[src/core/ssl_pkg.sv]
// Constants, types and register map of the safety switch status lamp logic
package ssl_pkg;
  // Clock and time base
  localparam int CLK_HZ = 25_000_000;
  localparam int MS_PER_S = 1000;
  localparam int CLK_PER_MS = CLK_HZ / MS_PER_S;

  // Blink cadences in ms
  localparam int SLOW_ON_MS = 500;
  localparam int SLOW_OFF_MS = 500;
  localparam int QUICK_ON_MS = 50;
  localparam int QUICK_OFF_MS = 950;
  localparam int VQUICK_ON_MS = 30;
  localparam int VQUICK_OFF_MS = 470;

  // Teach timing in seconds and derived ms
  localparam int TEACH_S = 20;
  localparam int COMMIT_S = 120;
  localparam int TEACH_MS = TEACH_S * MS_PER_S;
  localparam int COMMIT_MS = COMMIT_S * MS_PER_S;

  // Lifetime teach allowance
  localparam int LEARN_MAX = 8;
  localparam int LEARN_W = 4;

  // APB register byte offsets
  localparam logic [7:0] REG_CTRL = 8'h00;
  localparam logic [7:0] REG_STATUS = 8'h04;
  localparam logic [7:0] REG_IRQ_STAT = 8'h08;
  localparam logic [7:0] REG_IRQ_CLR = 8'h0C;
  localparam logic [7:0] REG_IRQ_EN = 8'h10;

  // Field positions and reset values
  localparam int CTRL_TEACH_EN = 0;
  localparam logic CTRL_RST = 1'h1;
  localparam int STAT_LEFT_LSB = 8;
  localparam int STAT_PEND = 12;
  localparam int EV_W = 4;
  localparam int EV_TEACH = 0;
  localparam int EV_TAUGHT = 1;
  localparam int EV_OUTF = 2;
  localparam int EV_SUPPLY = 3;
  localparam logic [EV_W-1:0] IRQ_EN_RST = 4'h0;

  // Operating states, one-hot
  typedef enum logic [4:0] {
    ST_NORM = 5'h01,
    ST_TEACH = 5'h02,
    ST_TAUGHT = 5'h04,
    ST_OUTF = 5'h08,
    ST_INTERR = 5'h10
  } ssl_state_t;
endpackage : ssl_pkg

[src/core/ssl_lamp_top.sv]
// Status lamp controller with teach-in sequencing and APB registers
//
// Register access over APB and the placing of the registers were left to the implementer.
`timescale 1ns/1ps
`default_nettype none
module ssl_lamp_top #(
  parameter int CLK_PER_MS = ssl_pkg::CLK_PER_MS,
  parameter int TEACH_MS = ssl_pkg::TEACH_MS,
  parameter int COMMIT_MS = ssl_pkg::COMMIT_MS
) (
  input wire logic pclk,
  input wire logic presetn,
  input wire logic psel,
  input wire logic penable,
  input wire logic pwrite,
  input wire logic [7:0] paddr,
  input wire logic [31:0] pwdata,
  output logic [31:0] prdata,
  output logic pready,
  output logic pslverr,
  input wire logic act_present,
  input wire logic act_new,
  input wire logic act_wrong,
  input wire logic safe_in1,
  input wire logic safe_in2,
  input wire logic sup_out_tol,
  input wire logic sup_edge_tol,
  input wire logic out_fault,
  input wire logic int_fault,
  input wire logic start_fail,
  input wire logic [3:0] learn_left_nv,
  input wire logic learn_pend_nv,
  output logic [3:0] learn_left,
  output logic learn_pend,
  output logic dev_green,
  output logic dev_red,
  output logic dev_yellow,
  output logic gate_yellow,
  output logic input_yellow,
  output logic irq
);
  localparam int DW = $clog2(CLK_PER_MS);
  localparam int TW = $clog2(COMMIT_MS + 1);
  localparam int LW = ssl_pkg::LEARN_W;
  localparam int EW = ssl_pkg::EV_W;

  typedef struct packed {
    ssl_pkg::ssl_state_t st;
    logic [DW-1:0] div;
    logic tick;
    logic [TW-1:0] tmr;
    logic [LW-1:0] left;
    logic pend;
    logic loaded;
    logic teach_en;
    logic [EW-1:0] istat;
    logic [EW-1:0] ien;
    logic [31:0] rdata;
    logic slverr;
    logic rdy;
    logic irq;
    logic green;
    logic red;
    logic yellow;
    logic gate;
    logic inl;
  } ssl_state_vec_t;

  ssl_state_vec_t s_q, s_d;
  logic slow_b, quick_b, vquick_b;

  // Three cadences share the millisecond tick
  ssl_blink #(.ON_MS(ssl_pkg::SLOW_ON_MS), .OFF_MS(ssl_pkg::SLOW_OFF_MS))
    u_slow (.pclk(pclk), .presetn(presetn), .ms_tick(s_q.tick),
            .blink_q(slow_b));
  ssl_blink #(.ON_MS(ssl_pkg::QUICK_ON_MS), .OFF_MS(ssl_pkg::QUICK_OFF_MS))
    u_quick (.pclk(pclk), .presetn(presetn), .ms_tick(s_q.tick),
             .blink_q(quick_b));
  ssl_blink #(.ON_MS(ssl_pkg::VQUICK_ON_MS), .OFF_MS(ssl_pkg::VQUICK_OFF_MS))
    u_vquick (.pclk(pclk), .presetn(presetn), .ms_tick(s_q.tick),
              .blink_q(vquick_b));

  logic setup, wr;
  logic [EW-1:0] ev;
  logic overlay;

  // Next state of the whole block
  always_comb begin
    s_d = s_q;
    setup = psel && !penable;
    wr = psel && penable && pwrite;
    ev = '0;
    overlay = start_fail || sup_out_tol || sup_edge_tol;

    // Millisecond divider
    s_d.tick = 1'b0;
    if (s_q.div == DW'(CLK_PER_MS - 1)) begin
      s_d.div = '0;
      s_d.tick = 1'b1;
    end else begin
      s_d.div = s_q.div + 1'b1;
    end

    // Allowance restored after power-up; a pending teach completes here
    if (!s_q.loaded) begin
      s_d.loaded = 1'b1;
      s_d.left = learn_left_nv;
      s_d.pend = 1'b0;
      if (learn_pend_nv && learn_left_nv != '0) begin
        s_d.left = learn_left_nv - 1'b1;
      end
    end

    // Operating sequence; latched faults win over everything else
    if (s_q.tick) begin
      s_d.tmr = s_q.tmr + 1'b1;
    end
    unique case (s_q.st)
      ssl_pkg::ST_NORM: begin
        s_d.tmr = '0;
        if (s_q.loaded && act_new && act_present && s_q.teach_en &&
            !overlay && s_q.left != '0) begin
          s_d.st = ssl_pkg::ST_TEACH;
          ev[ssl_pkg::EV_TEACH] = 1'b1;
        end
      end
      ssl_pkg::ST_TEACH: begin
        if (!act_present) begin
          s_d.st = ssl_pkg::ST_NORM; // Removed actuator aborts teaching
        end else if (s_q.tick && s_q.tmr == TW'(TEACH_MS - 1)) begin
          s_d.st = ssl_pkg::ST_TAUGHT;
          s_d.tmr = '0;
          s_d.pend = 1'b1;
          ev[ssl_pkg::EV_TAUGHT] = 1'b1;
        end
      end
      ssl_pkg::ST_TAUGHT: begin
        if (s_q.tick && s_q.tmr == TW'(COMMIT_MS - 1)) begin
          s_d.st = ssl_pkg::ST_NORM;
          s_d.pend = 1'b0;
          s_d.tmr = '0;
        end
      end
      ssl_pkg::ST_OUTF: s_d.st = ssl_pkg::ST_OUTF;
      ssl_pkg::ST_INTERR: s_d.st = ssl_pkg::ST_INTERR;
      default: s_d.st = ssl_pkg::ST_NORM;
    endcase
    if (int_fault) begin
      s_d.st = ssl_pkg::ST_INTERR;
    end else if (out_fault && s_q.st != ssl_pkg::ST_INTERR) begin
      s_d.st = ssl_pkg::ST_OUTF;
      ev[ssl_pkg::EV_OUTF] = s_q.st != ssl_pkg::ST_OUTF;
    end
    if (s_d.st == ssl_pkg::ST_OUTF || s_d.st == ssl_pkg::ST_INTERR) begin
      s_d.pend = 1'b0; // A faulty unit never commits a teach
    end
    ev[ssl_pkg::EV_SUPPLY] = sup_out_tol || sup_edge_tol;

    // Lamp patterns, highest priority first
    s_d.green = 1'b1;
    s_d.red = 1'b0;
    s_d.yellow = 1'b0;
    s_d.gate = act_present;
    if (safe_in1 && safe_in2) begin
      s_d.inl = 1'b1;
    end else if (!safe_in1 && !safe_in2) begin
      s_d.inl = 1'b0;
    end
    if (s_q.st == ssl_pkg::ST_INTERR) begin
      s_d.green = 1'b0;
      s_d.red = 1'b1;
      s_d.gate = 1'b0;
      s_d.inl = 1'b0;
    end else if (start_fail) begin
      s_d.green = 1'b0;
      s_d.gate = slow_b;
      s_d.inl = slow_b;
    end else if (s_q.st == ssl_pkg::ST_OUTF) begin
      s_d.green = 1'b0;
      s_d.red = slow_b;
      s_d.gate = s_q.gate;
      s_d.inl = s_q.inl;
    end else if (sup_out_tol) begin
      s_d.green = 1'b0;
      s_d.red = quick_b;
      s_d.gate = slow_b;
      s_d.inl = slow_b;
    end else if (sup_edge_tol) begin
      s_d.green = 1'b0;
      s_d.yellow = slow_b;
      s_d.gate = 1'b0;
      s_d.inl = 1'b0;
    end else if (s_q.st == ssl_pkg::ST_TEACH) begin
      s_d.gate = slow_b;
    end else if (s_q.st == ssl_pkg::ST_TAUGHT) begin
      s_d.gate = vquick_b;
    end else if (act_wrong) begin
      s_d.gate = vquick_b;
    end

    // Register writes take effect in the access phase
    if (wr && paddr == ssl_pkg::REG_CTRL) begin
      s_d.teach_en = pwdata[ssl_pkg::CTRL_TEACH_EN];
    end
    if (wr && paddr == ssl_pkg::REG_IRQ_EN) begin
      s_d.ien = pwdata[EW-1:0];
    end
    // New events win over a clear in the same cycle
    s_d.istat = s_q.istat;
    if (wr && paddr == ssl_pkg::REG_IRQ_CLR) begin
      s_d.istat = s_q.istat & ~pwdata[EW-1:0];
    end
    s_d.istat = s_d.istat | ev;
    s_d.irq = |(s_d.istat & s_d.ien);

    // Zero wait states: ready from the first edge after reset
    s_d.rdy = 1'b1;
    // Error flag stands for the single access cycle only
    s_d.slverr = 1'b0;
    // Read data prepared in setup so pready can stay high
    if (setup) begin
      s_d.rdata = '0;
      s_d.slverr = 1'b0;
      unique case (paddr)
        ssl_pkg::REG_CTRL: s_d.rdata[ssl_pkg::CTRL_TEACH_EN] = s_q.teach_en;
        ssl_pkg::REG_STATUS: begin
          s_d.rdata[4:0] = s_q.st;
          s_d.rdata[ssl_pkg::STAT_LEFT_LSB +: LW] = s_q.left;
          s_d.rdata[ssl_pkg::STAT_PEND] = s_q.pend;
        end
        ssl_pkg::REG_IRQ_STAT: s_d.rdata[EW-1:0] = s_q.istat;
        ssl_pkg::REG_IRQ_CLR: s_d.rdata = '0;
        ssl_pkg::REG_IRQ_EN: s_d.rdata[EW-1:0] = s_q.ien;
        default: s_d.slverr = 1'b1;
      endcase
    end
  end

  // Single register stage for all state
  always_ff @(posedge pclk or negedge presetn) begin
    if (!presetn) begin
      s_q <= '{st: ssl_pkg::ST_NORM, div: '0, tick: 1'b0, tmr: '0,
               left: '0, pend: 1'b0, loaded: 1'b0,
               teach_en: ssl_pkg::CTRL_RST, istat: '0,
               ien: ssl_pkg::IRQ_EN_RST, rdata: '0, slverr: 1'b0,
               irq: 1'b0, green: 1'b0, red: 1'b0, yellow: 1'b0,
               gate: 1'b0, inl: 1'b0, rdy: 1'b0};
    end else begin
      s_q <= s_d;
    end
  end

  // Outputs straight from flops
  assign pready = s_q.rdy;
  assign prdata = s_q.rdata;
  assign pslverr = s_q.slverr;
  assign learn_left = s_q.left;
  assign learn_pend = s_q.pend;
  assign dev_green = s_q.green;
  assign dev_red = s_q.red;
  assign dev_yellow = s_q.yellow;
  assign gate_yellow = s_q.gate;
  assign input_yellow = s_q.inl;
  assign irq = s_q.irq;

  localparam int ONE = 1;
endmodule : ssl_lamp_top
`default_nettype wire

[src/core/ssl_blink.sv]
// One lamp blink cadence generator driven by a millisecond tick
`timescale 1ns/1ps
`default_nettype none
module ssl_blink #(
  parameter int ON_MS = 500,
  parameter int OFF_MS = 500
) (
  input wire logic pclk,
  input wire logic presetn,
  input wire logic ms_tick,
  output logic blink_q
);
  localparam int PER = ON_MS + OFF_MS;
  localparam int CW = $clog2(PER);

  typedef struct packed {
    logic [CW-1:0] cnt;
    logic blink;
  } ssl_blink_t;

  ssl_blink_t s_q, s_d;

  // Phase counter; lamp lit in the first ON_MS of each period
  always_comb begin
    s_d = s_q;
    if (ms_tick) begin
      if (s_q.cnt == CW'(PER - 1)) begin
        s_d.cnt = '0;
        s_d.blink = 1'b1;
      end else begin
        s_d.cnt = s_q.cnt + 1'b1;
        if (s_q.cnt == CW'(ON_MS - 1)) begin
          s_d.blink = 1'b0;
        end
      end
    end
  end

  // Starts lit so a pattern is visible at once
  always_ff @(posedge pclk or negedge presetn) begin
    if (!presetn) begin
      s_q <= '{cnt: '0, blink: 1'b1};
    end else begin
      s_q <= s_d;
    end
  end

  assign blink_q = s_q.blink;
endmodule : ssl_blink
`default_nettype wire

[config.mk]
export PLATFORM = sky130hd
export DESIGN_NAME = ssl_lamp_top
export DESIGN_NICKNAME = d
export VERILOG_FILES = /design/src/core/ssl_pkg.sv /design/src/core/ssl_lamp_top.sv /design/src/core/ssl_blink.sv
export SDC_FILE = /design/constraint.sdc
export NUM_CORES = 1
export LEC_CHECK = 0
export ABC_AREA = 1
export ABC_CLOCK_PERIOD_IN_PS = 1900
export BUFFER_PORTS_ARGS = -buffer_cell sky130_fd_sc_hd__buf_2
export CORE_UTILIZATION = 57
export CTS_CLUSTER_DIAMETER = 40
export DETAILED_ROUTE_END_ITERATION = 7
export MAX_ROUTING_LAYER = met4
export PLACE_DENSITY_LB_ADDON = 0.25
export SETUP_SLACK_MARGIN = 0.02
export SLEW_MARGIN = 10
export SYNTH_ARGS = -nofsm -noshare
export SYNTH_HDL_FRONTEND = slang
export SYNTH_HIERARCHICAL = 1
export SYNTH_SLANG_ARGS = --single-unit
export TNS_END_PERCENT = 30
[constraint.sdc]
create_clock -name pclk -period 1.9 [get_ports pclk]
set_input_delay 0.19 -clock pclk [delete_from_list [all_inputs] [get_ports pclk]]
set_output_delay 0.19 -clock pclk [all_outputs]
set_load 0.02 [all_outputs]
==> flow_summary.toml, run 1 <==
[status]
status = "completed"

[routing]
drc = 0
routedWlPerCell_um = 12.5
wirelength_mm = 12.6
vias = 5263
dr.pass1.iters = 5
drt-vias-per-instance = 5.22
drtIter0Drc = 344
postRouteAntennaNets = 0

[yosys]
ys_seq_elements = 102
synth.area.top_cells = "dfrtp_1 (39%), nand2_1 (12%), inv_1 (6.3%)"
synth_enable_flop_cells = 0
syn-instance-count = 823
ys_warn_count = 6
syn_area_per_cell_um2 = 7.62
ys.flop_type = "dfrtp_1"
synth_top_cell_area_share = 0.387
seq_area_frac_synth = 0.408
netlist_area_um2 = 6270
async_flop_share = 1.00
yosysTopAreaCell = "dfrtp_1"
netlist_top_cells_count = "nand2_1 (198), inv_1 (106), nor2_1 (98)"
synth_cell_types = 45
synth_most_common_cell = "nand2_1"

[min_path]
min-delay-start = "int_fault"
min_path_type = "in2reg"

[sta]
tightest_slew_ps = 566
drv_slew = 0
tns_ps = 0
hold_viol_final = 0
slew_headroom = 0.623
fin_skew_ps = 12.1
setup_viol_count_final = 0
period_needed_ps = 1670
period_share = 0.877
rsz0062_at_grt = "false"
fmax_mhz = 600
whs_ps = 19.5

[global_routing]
grt.overflow.total = 0
grt_usage = 0.240
grt_pass1_vias = 4876
grt_max_degree = 103
antenna_found_initial = 0
grt_pass1_wl_mm = 21.6

[placement]
place.gp.congestion = 0.901
portBuffers = 54
placed_area_um2 = 6490
dp_hpwl_mm = 9.39

[clock_network]
cts_tree = "yes"
cts_resized = 0
cts_buffers = 9
cts_setup_buffers = 0
clk_pin_slew_ps = 100
clock_latency_ps = 370
cts-hold-fix-buffers = 1
cts_max_level = 3
clkSinkCount = 102
clockRootBuffer = "clkbuf_8"
clk_path_buf_depth = 2

[layout]
synthToLayoutAreaGrowth_pct = 6.62
final_util = 0.637
fin_area_um2 = 6690
seq_area_um2 = 2560
multi_input_area_um2 = 3040
nets = 936
fill_cells = 937
drive_above_1_share = 0.158
num_antenna_cells = 0

[critical_path]
endpoint_kind = "register"
crit_start = "s_q[55]"
critical_path.max_fanout = 17
worstSetupPathType = "reg2reg"
arrival_ps = 1900
r2r_start = "s_q[55]"
cp-start-kind = "register"
required_ps = 2140

[pwr]
p_clk_frac = 0.260
p_sw_w = 0.00168
peakVddDrop_v = 0.000324
p_int_w = 0.00335
fin_total_pwr_w = 0.00503
p_seq_frac = 0.539
switching_share = 0.335
p_leak_nw = 3.41
power.density_nw_per_um2 = 752
p_comb_frac = 0.201

[floorplan]
die_w_um = 107
io-pin-count = 105
row_count = 37
coreArea_um2 = 10500
die_area_um2 = 11400
start_util = 0.597
die_h_um = 107

[job]
cap_viol_max_count = 0
-- power by group through the flow --
| stage | clock [W] | combinational, W | sequential [W] |
|---|---|---|---|
| floorplan | 0 | 0.000786 | 0.00269 |
| global placement | 0 | 0.000975 | 0.00273 |
| detailed placement | 0 | 0.00101 | 0.00274 |
| CTS | 0.00136 | 0.00101 | 0.00271 |
| global route | 0.00144 | 0.00115 | 0.00275 |
| finish | 0.00131 | 0.00101 | 0.00271 |
-- cells by family after synthesis --
group           Yosys count  synth area share
flops                   102             0.408
mux                       1           0.00160
xor+xnor                 31            0.0433
buf+inv                 157             0.121
fa+ha+maj                 8            0.0160
compound gates           66            0.0652
other cells               2           0.00120
simple gates            456             0.344
-- per-stage QoR --
step	setup slack, ps	std cells
CTS	230	1009
detailed placement	243	992
floorplan	270	844
finish	234	1009
global route	108	1009
global placement	314	992
-- critical path, cell delays in order (launching register included) --
cell	delay (ps)
dfrtp_1	440
ha_1	250
nand3_2	140
nor3_2	230
nand3b_2	130
nand2_4	240
a21oi_1	110
-- layout make-up --
| type | instances | share of cell area |
|---|---|---|
| clock buffer | 13 | 0.0252 |
| clock inverter | 3 | 0.00281 |
| inverter | 112 | 0.0628 |
| multi-input combinational | 585 | 0.454 |
| sequential | 102 | 0.382 |
| tap | 136 | 0.0254 |
| timing repair buffer | 58 | 0.0475 |
-- routing by layer --
layer	global-route usage	vias up	share of wire
li1	-	2658	-
met1	0.306	2469	0.47
met2	0.396	126	0.48
met3	0.0371	10	0.042
met4	0.0705	0	0.0092
met5	-	-	0
-- registers in the layout, summed over array words and instances (netlist names), 4 cells and up --
register	cells
u_quick/s_q	10
u_vquick/s_q	9
u_slow/s_q	10
learn_left	4
prdata	10
s_q	48
-- placed cells by master, fill, tap and decap left out, types with 9 or more instances in the layout --
master    instances
nand3_1          68
nor2_1           98
inv_1           106
nand4_1          29
xnor2_1           9
dfrtp_1          97
conb_1           23
o21ai_0          18
a21oi_1          20
nor2_2           11
nand2_1         198
nor3_1           11
xor2_1           22
buf_2            53
clkbuf_8         12
a21oi_2          11
nand3_2          11
-- final timing paths --
check	cells after the start	to	slack [ps]
setup reg to reg	6	s_q[56]	230
hold / removal	2	s_q[91]	20
min in group asynchronous	3	u_vquick/s_q[7]	380
hold reg to reg	2	prdata[8]	490
max in group asynchronous	3	u_vquick/blink_q	1050
setup / recovery	6	s_q[56]	230
Power figures use the tool's default switching activity.
==> run 2, diff against run 1 <==
- SYNTH_HIERARCHICAL: 1 -> not set
==> flow_summary.toml, run 2 <==
[min_path]
min-delay-start = "start_fail"
holdPathEnd = "dev_yellow"
min_path_cells = 2
min_path_type = "in2reg"

[yosys]
yosys.area_share.xor_xnor = 0.0356
netlist_top_cells_count = "nand2_1 (178), inv_1 (113), nor2_1 (110)"
netlist_area_um2 = 5900
syn-instance-count = 783
ys_seq_elements = 102
synth_top_cell_area_share = 0.411
async_flop_share = 1.00
synth_cell_types = 42
yosysTopAreaCell = "dfrtp_1"
synth_enable_flop_cells = 0
syn_area_per_cell_um2 = 7.54
ys.flop_type = "dfrtp_1"
muxShareOfSynthArea = 0.00170
ys_warn_count = 0
synth_top_family_by_area = "simple AND/OR/NAND/NOR gates"
synth_compound_area_frac = 0.0596
synth-simple-area-share = 0.320
seq_area_frac_synth = 0.433
synth_fa_ha_area_frac = 0.0170
synth_most_common_cell = "nand2_1"
synth.area.top_cells = "dfrtp_1 (41%), nand2_1 (11%), inv_1 (7.2%)"

[sta]
period_share = 0.908
period_needed_ps = 1720
setup_ws_ps = 176
setup_viol_count_final = 0
slew_headroom = 0.625
tns_ps = 0
fmax_mhz = 580
drv_slew = 0
rsz0062_at_grt = "false"
fin_skew_ps = 11.5
hold_viol_final = 0
tightest_slew_ps = 563
whs_ps = 51.2

[routing]
postRouteAntennaNets = 0
drc = 0
dr.pass1.iters = 5
routedWlPerCell_um = 12.6
wirelength_mm = 12.3
vias = 5051
drt-vias-per-instance = 5.20
drtIter0Drc = 276

[critical_path]
endpoint_kind = "register"
critical_path.max_fanout = 13
crit_start = "s_q[55]"
arrival_ps = 1990
worstSetupPathType = "reg2reg"
r2r_start = "s_q[55]"
cp-start-kind = "register"
r2r_cells = 10
required_ps = 2170
rrSetupSlack_ps = 180
r2r_end = "s_q[64]"

[placement]
place.gp.congestion = 0.864
portBuffers = 54
placed_area_um2 = 6140
pre_cts_ws_ps = 143
dp_hpwl_mm = 9.30
numPlacedInstances = 951

[clock_network]
clkSinkCount = 102
cts_buffers = 9
cts_max_level = 3
clk_path_buf_depth = 2
clock_latency_ps = 380
clk_pin_slew_ps = 100
cts_tree = "yes"
clockRootBuffer = "clkbuf_8"

[floorplan]
start_util = 0.596
die_h_um = 104
row_count = 36
die_area_um2 = 10800
coreArea_um2 = 9910
io-pin-count = 105
die_w_um = 104

[layout]
synthToLayoutAreaGrowth_pct = 7.52
final_common_cell = "nand2_1"
nets = 901
top_register = "s_q"
largest_reg_flops = 48
drive_above_1_share = 0.126
fin_area_um2 = 6350
mostFrequentLayoutCells = "nand2_1 (178), inv_1 (113), nor2_1 (110)"
stdcell_count = 972

[global_routing]
grt_pass1_wl_mm = 21.2
grt_usage = 0.250
grt_max_degree = 43
grt_pass1_vias = 4800
grt.overflow.total = 0
antenna_found_initial = 0

[pwr]
power.density_nw_per_um2 = 769
p_leak_nw = 3.30
peakVddDrop_v = 0.000635

[job]
cap_viol_max_count = 0

[status]
status = "completed"
-- run 2: critical path, cell delays in order, from the launching register on --
cell,delay [ps]
dfrtp_1,420
ha_1,210
inv_1,70
nor2_1,140
nand3_1,110
nor2_2,130
nand3_1,70
nand2_1,70
nand2_2,130
inv_4,180
nor2_1,80
-- run 2: final cells by class --
| type | count | area, um^2 |
|---|---|---|
| Inverter | 115 | 434 |
| Fill cell | 860 | 3560 |
| Clock inverter | 6 | 38.8 |
| Multi-Input combinational cell | 540 | 2650 |
| Clock buffer | 10 | 128 |
| Timing Repair Buffer | 65 | 373 |
| Sequential cell | 102 | 2560 |
| Tap cell | 133 | 166 |
| Antenna cell | 1 | 2.50 |
-- run 2: routing by layer --
metal,vias up,part of all wire,GRT usage
met5,-,0,-
met4,0,0.024,0.0847
met3,39,0.061,0.0724
met2,162,0.49,0.416
met1,2321,0.43,0.290
li1,2529,-,-
-- run 2: stage by stage --
stage               utilization  power [W]
detailed placement        0.620    0.00367
global route              0.640    0.00518
floorplan                     -    0.00339
CTS                       0.638    0.00492
finish                    0.641    0.00488
global placement          0.620    0.00363
-- run 2: power breakdown --
part	internal (W)	switching, W	total (W)	leakage (nW)
clock	0.000475	0.000757	0.00123	0.0825
combinational	0.000344	0.000650	0.000994	1.87
sequential	0.00238	0.000281	0.00266	1.35
-- run 2: how the worst max path moves through the flow --
| stage | to | slack (ps) | cells past startpoint |
|---|---|---|---|
| 3_3_place_gp | u_slow.s_q[8] | 220 | 8 |
| 2_1_floorplan | s_q[58] | 440 | 11 |
| 3_5_place_dp | s_q[64] | 140 | 8 |
| 6_report | s_q[64] | 180 | 10 |
| 4_1_cts | s_q[64] | 130 | 10 |
| 5_1_grt | s_q[64] | 40 | 10 |
-- run 2: repair_timing --
action                                 4_1_cts  5_1_grt
hold buffers                                 2        0
buffers inserted                             0        2
gates resized for setup                      0        3
setup endpoints to repair                    0       14
endpoints found under the hold margin       38        0
-- run 2: cell families after synthesis --
group,after synthesis
AOI/OAI and AO/OA,61
adders and majority gates,8
other,2
buffers and inverters,162
and+or+nand+nor,423
xor gates and xnor gates,24
muxes,1
DFF,102
==> run 3, diff against run 2 <==
- ABC_CLOCK_PERIOD_IN_PS: 1900 -> 1600
- PLACE_DENSITY: not set -> 0.88
- PLACE_DENSITY_LB_ADDON: 0.25 -> not set
- clock period: 1.9 -> 1.6 ns (I/O delays scaled with it)
==> flow_summary.toml, run 3 (synthesis results as in run 2) <==
[layout]
final_util = 0.694
top_register = "s_q"
final_common_cell = "nand2_1"
largest_reg_flops = 48
nets = 934
fill_cells = 765
drive_above_1_share = 0.214
seq_area_um2 = 2570
mostFrequentLayoutCells = "nand2_1 (171), inv_1 (110), nor2_1 (95)"
multi_input_area_um2 = 2880
synthToLayoutAreaGrowth_pct = 16.6
num_antenna_cells = 0

[critical_path]
worstSetupPathType = "reg2reg"
critical_path.max_fanout = 5
endpoint_kind = "register"
required_ps = 1920
arrival_ps = 1940
cp-start-kind = "register"

[sta]
setup_ws_ps = -11.9
tns_ps = -11.9
hold_viol_final = 0
slew_headroom = 0.670
whs_ps = 41.0
period_share = 1.01
drv_slew = 0
period_needed_ps = 1610
setup_viol_count_final = 1
fin_skew_ps = 13.2
rsz0062_at_grt = "true"
tightest_slew_ps = 490
fmax_mhz = 620

[pwr]
peakVddDrop_v = 0.000476
p_leak_nw = 3.50
fin_total_pwr_w = 0.00617
power.density_nw_per_um2 = 896

[floorplan]
io-pin-count = 105
die_w_um = 104
coreArea_um2 = 9910
die_area_um2 = 10800
row_count = 36
die_h_um = 104
start_util = 0.596

[routing]
wirelength_mm = 13.3
dr.pass1.iters = 5
drc = 0
postRouteAntennaNets = 0
vias = 5276
drtIter0Drc = 444
routedWlPerCell_um = 13.2
drt-vias-per-instance = 5.25

[status]
status = "finished, violations left"
violations = "negative setup slack"

[clock_network]
clock_latency_ps = 380
clkSinkCount = 102
clk_path_buf_depth = 2
cts_max_level = 3
cts_tree = "yes"
cts_buffers = 9
clk_pin_slew_ps = 100
clockRootBuffer = "clkbuf_8"

[placement]
portBuffers = 54
dp_hpwl_mm = 8.96
pre_cts_ws_ps = -83.3
place.gp.congestion = 0.898

[global_routing]
grt_usage = 0.241
grt_pass1_wl_mm = 20.7
grt_max_degree = 33
grt.overflow.total = 0
antenna_found_initial = 0
grt_pass1_vias = 4693

[job]
cap_viol_max_count = 0

[min_path]
min_path_type = "in2reg"
## run 3: metal layers
layer / up-vias / track usage / part of all wire
met1: 2465 / 0.312 / 0.44
met3: 29 / 0.0434 / 0.050
met5: - / - / 0
met2: 178 / 0.388 / 0.49
li1: 2604 / - / -
met4: 0 / 0.0765 / 0.019
## run 3: final timing paths
check / from / end / slack, ps / cells past startpoint
min in group asynchronous: presetn / prdata[10] / 270 / 2
hold / removal: pwdata[0] / s_q[48] / 40 / 3
max in group asynchronous: presetn / u_quick.blink_q / 730 / 3
setup reg to reg: s_q[89] / irq / -10 / 10
hold reg to reg: u_vquick.s_q[9] / u_vquick.s_q[9] / 480 / 1
setup / recovery: s_q[89] / irq / -10 / 10
## run 3: layout make-up
| class | instances | area share |
|---|---|---|
| multi-input cells | 540 | 0.419 |
| clock buffers | 11 | 0.0205 |
| repair buffers | 98 | 0.0933 |
| clock inverters | 5 | 0.00618 |
| well taps | 133 | 0.0242 |
| flip-flops and latches | 102 | 0.373 |
| inverters | 115 | 0.0635 |
## run 3: where the power goes
part	switching [W]	internal, W
sequential	0.000320	0.00283
clock	0.000912	0.000626
combinational	0.000945	0.000530
## run 3: critical path: stages, from the launching register on
cell and delay (ps):
dfrtp_1 420, inv_2 80, nor2_2 150, nand3_2 160, nor2_1 280, nand3_1 170
nand2_1 110, nand2_1 60, nand2_1 50, inv_1 30, nand2_1 40
## run 3: timing repair
action,CTS,global route
resized for setup,12,61
setup endpoints to repair,22,31
pin swaps,9,19
buffers inserted,5,6
hold endpoints to repair,32,0
hold buffers,4,0
## run 3: per-stage QoR
step | instance area [um^2] | cells
6_report | 6880 | 1004
5_1_grt | 6880 | 1004
4_1_cts | 6610 | 998
3_5_place_dp | 6320 | 973
3_3_place_gp | 6320 | 973
2_1_floorplan | 5980 | 804
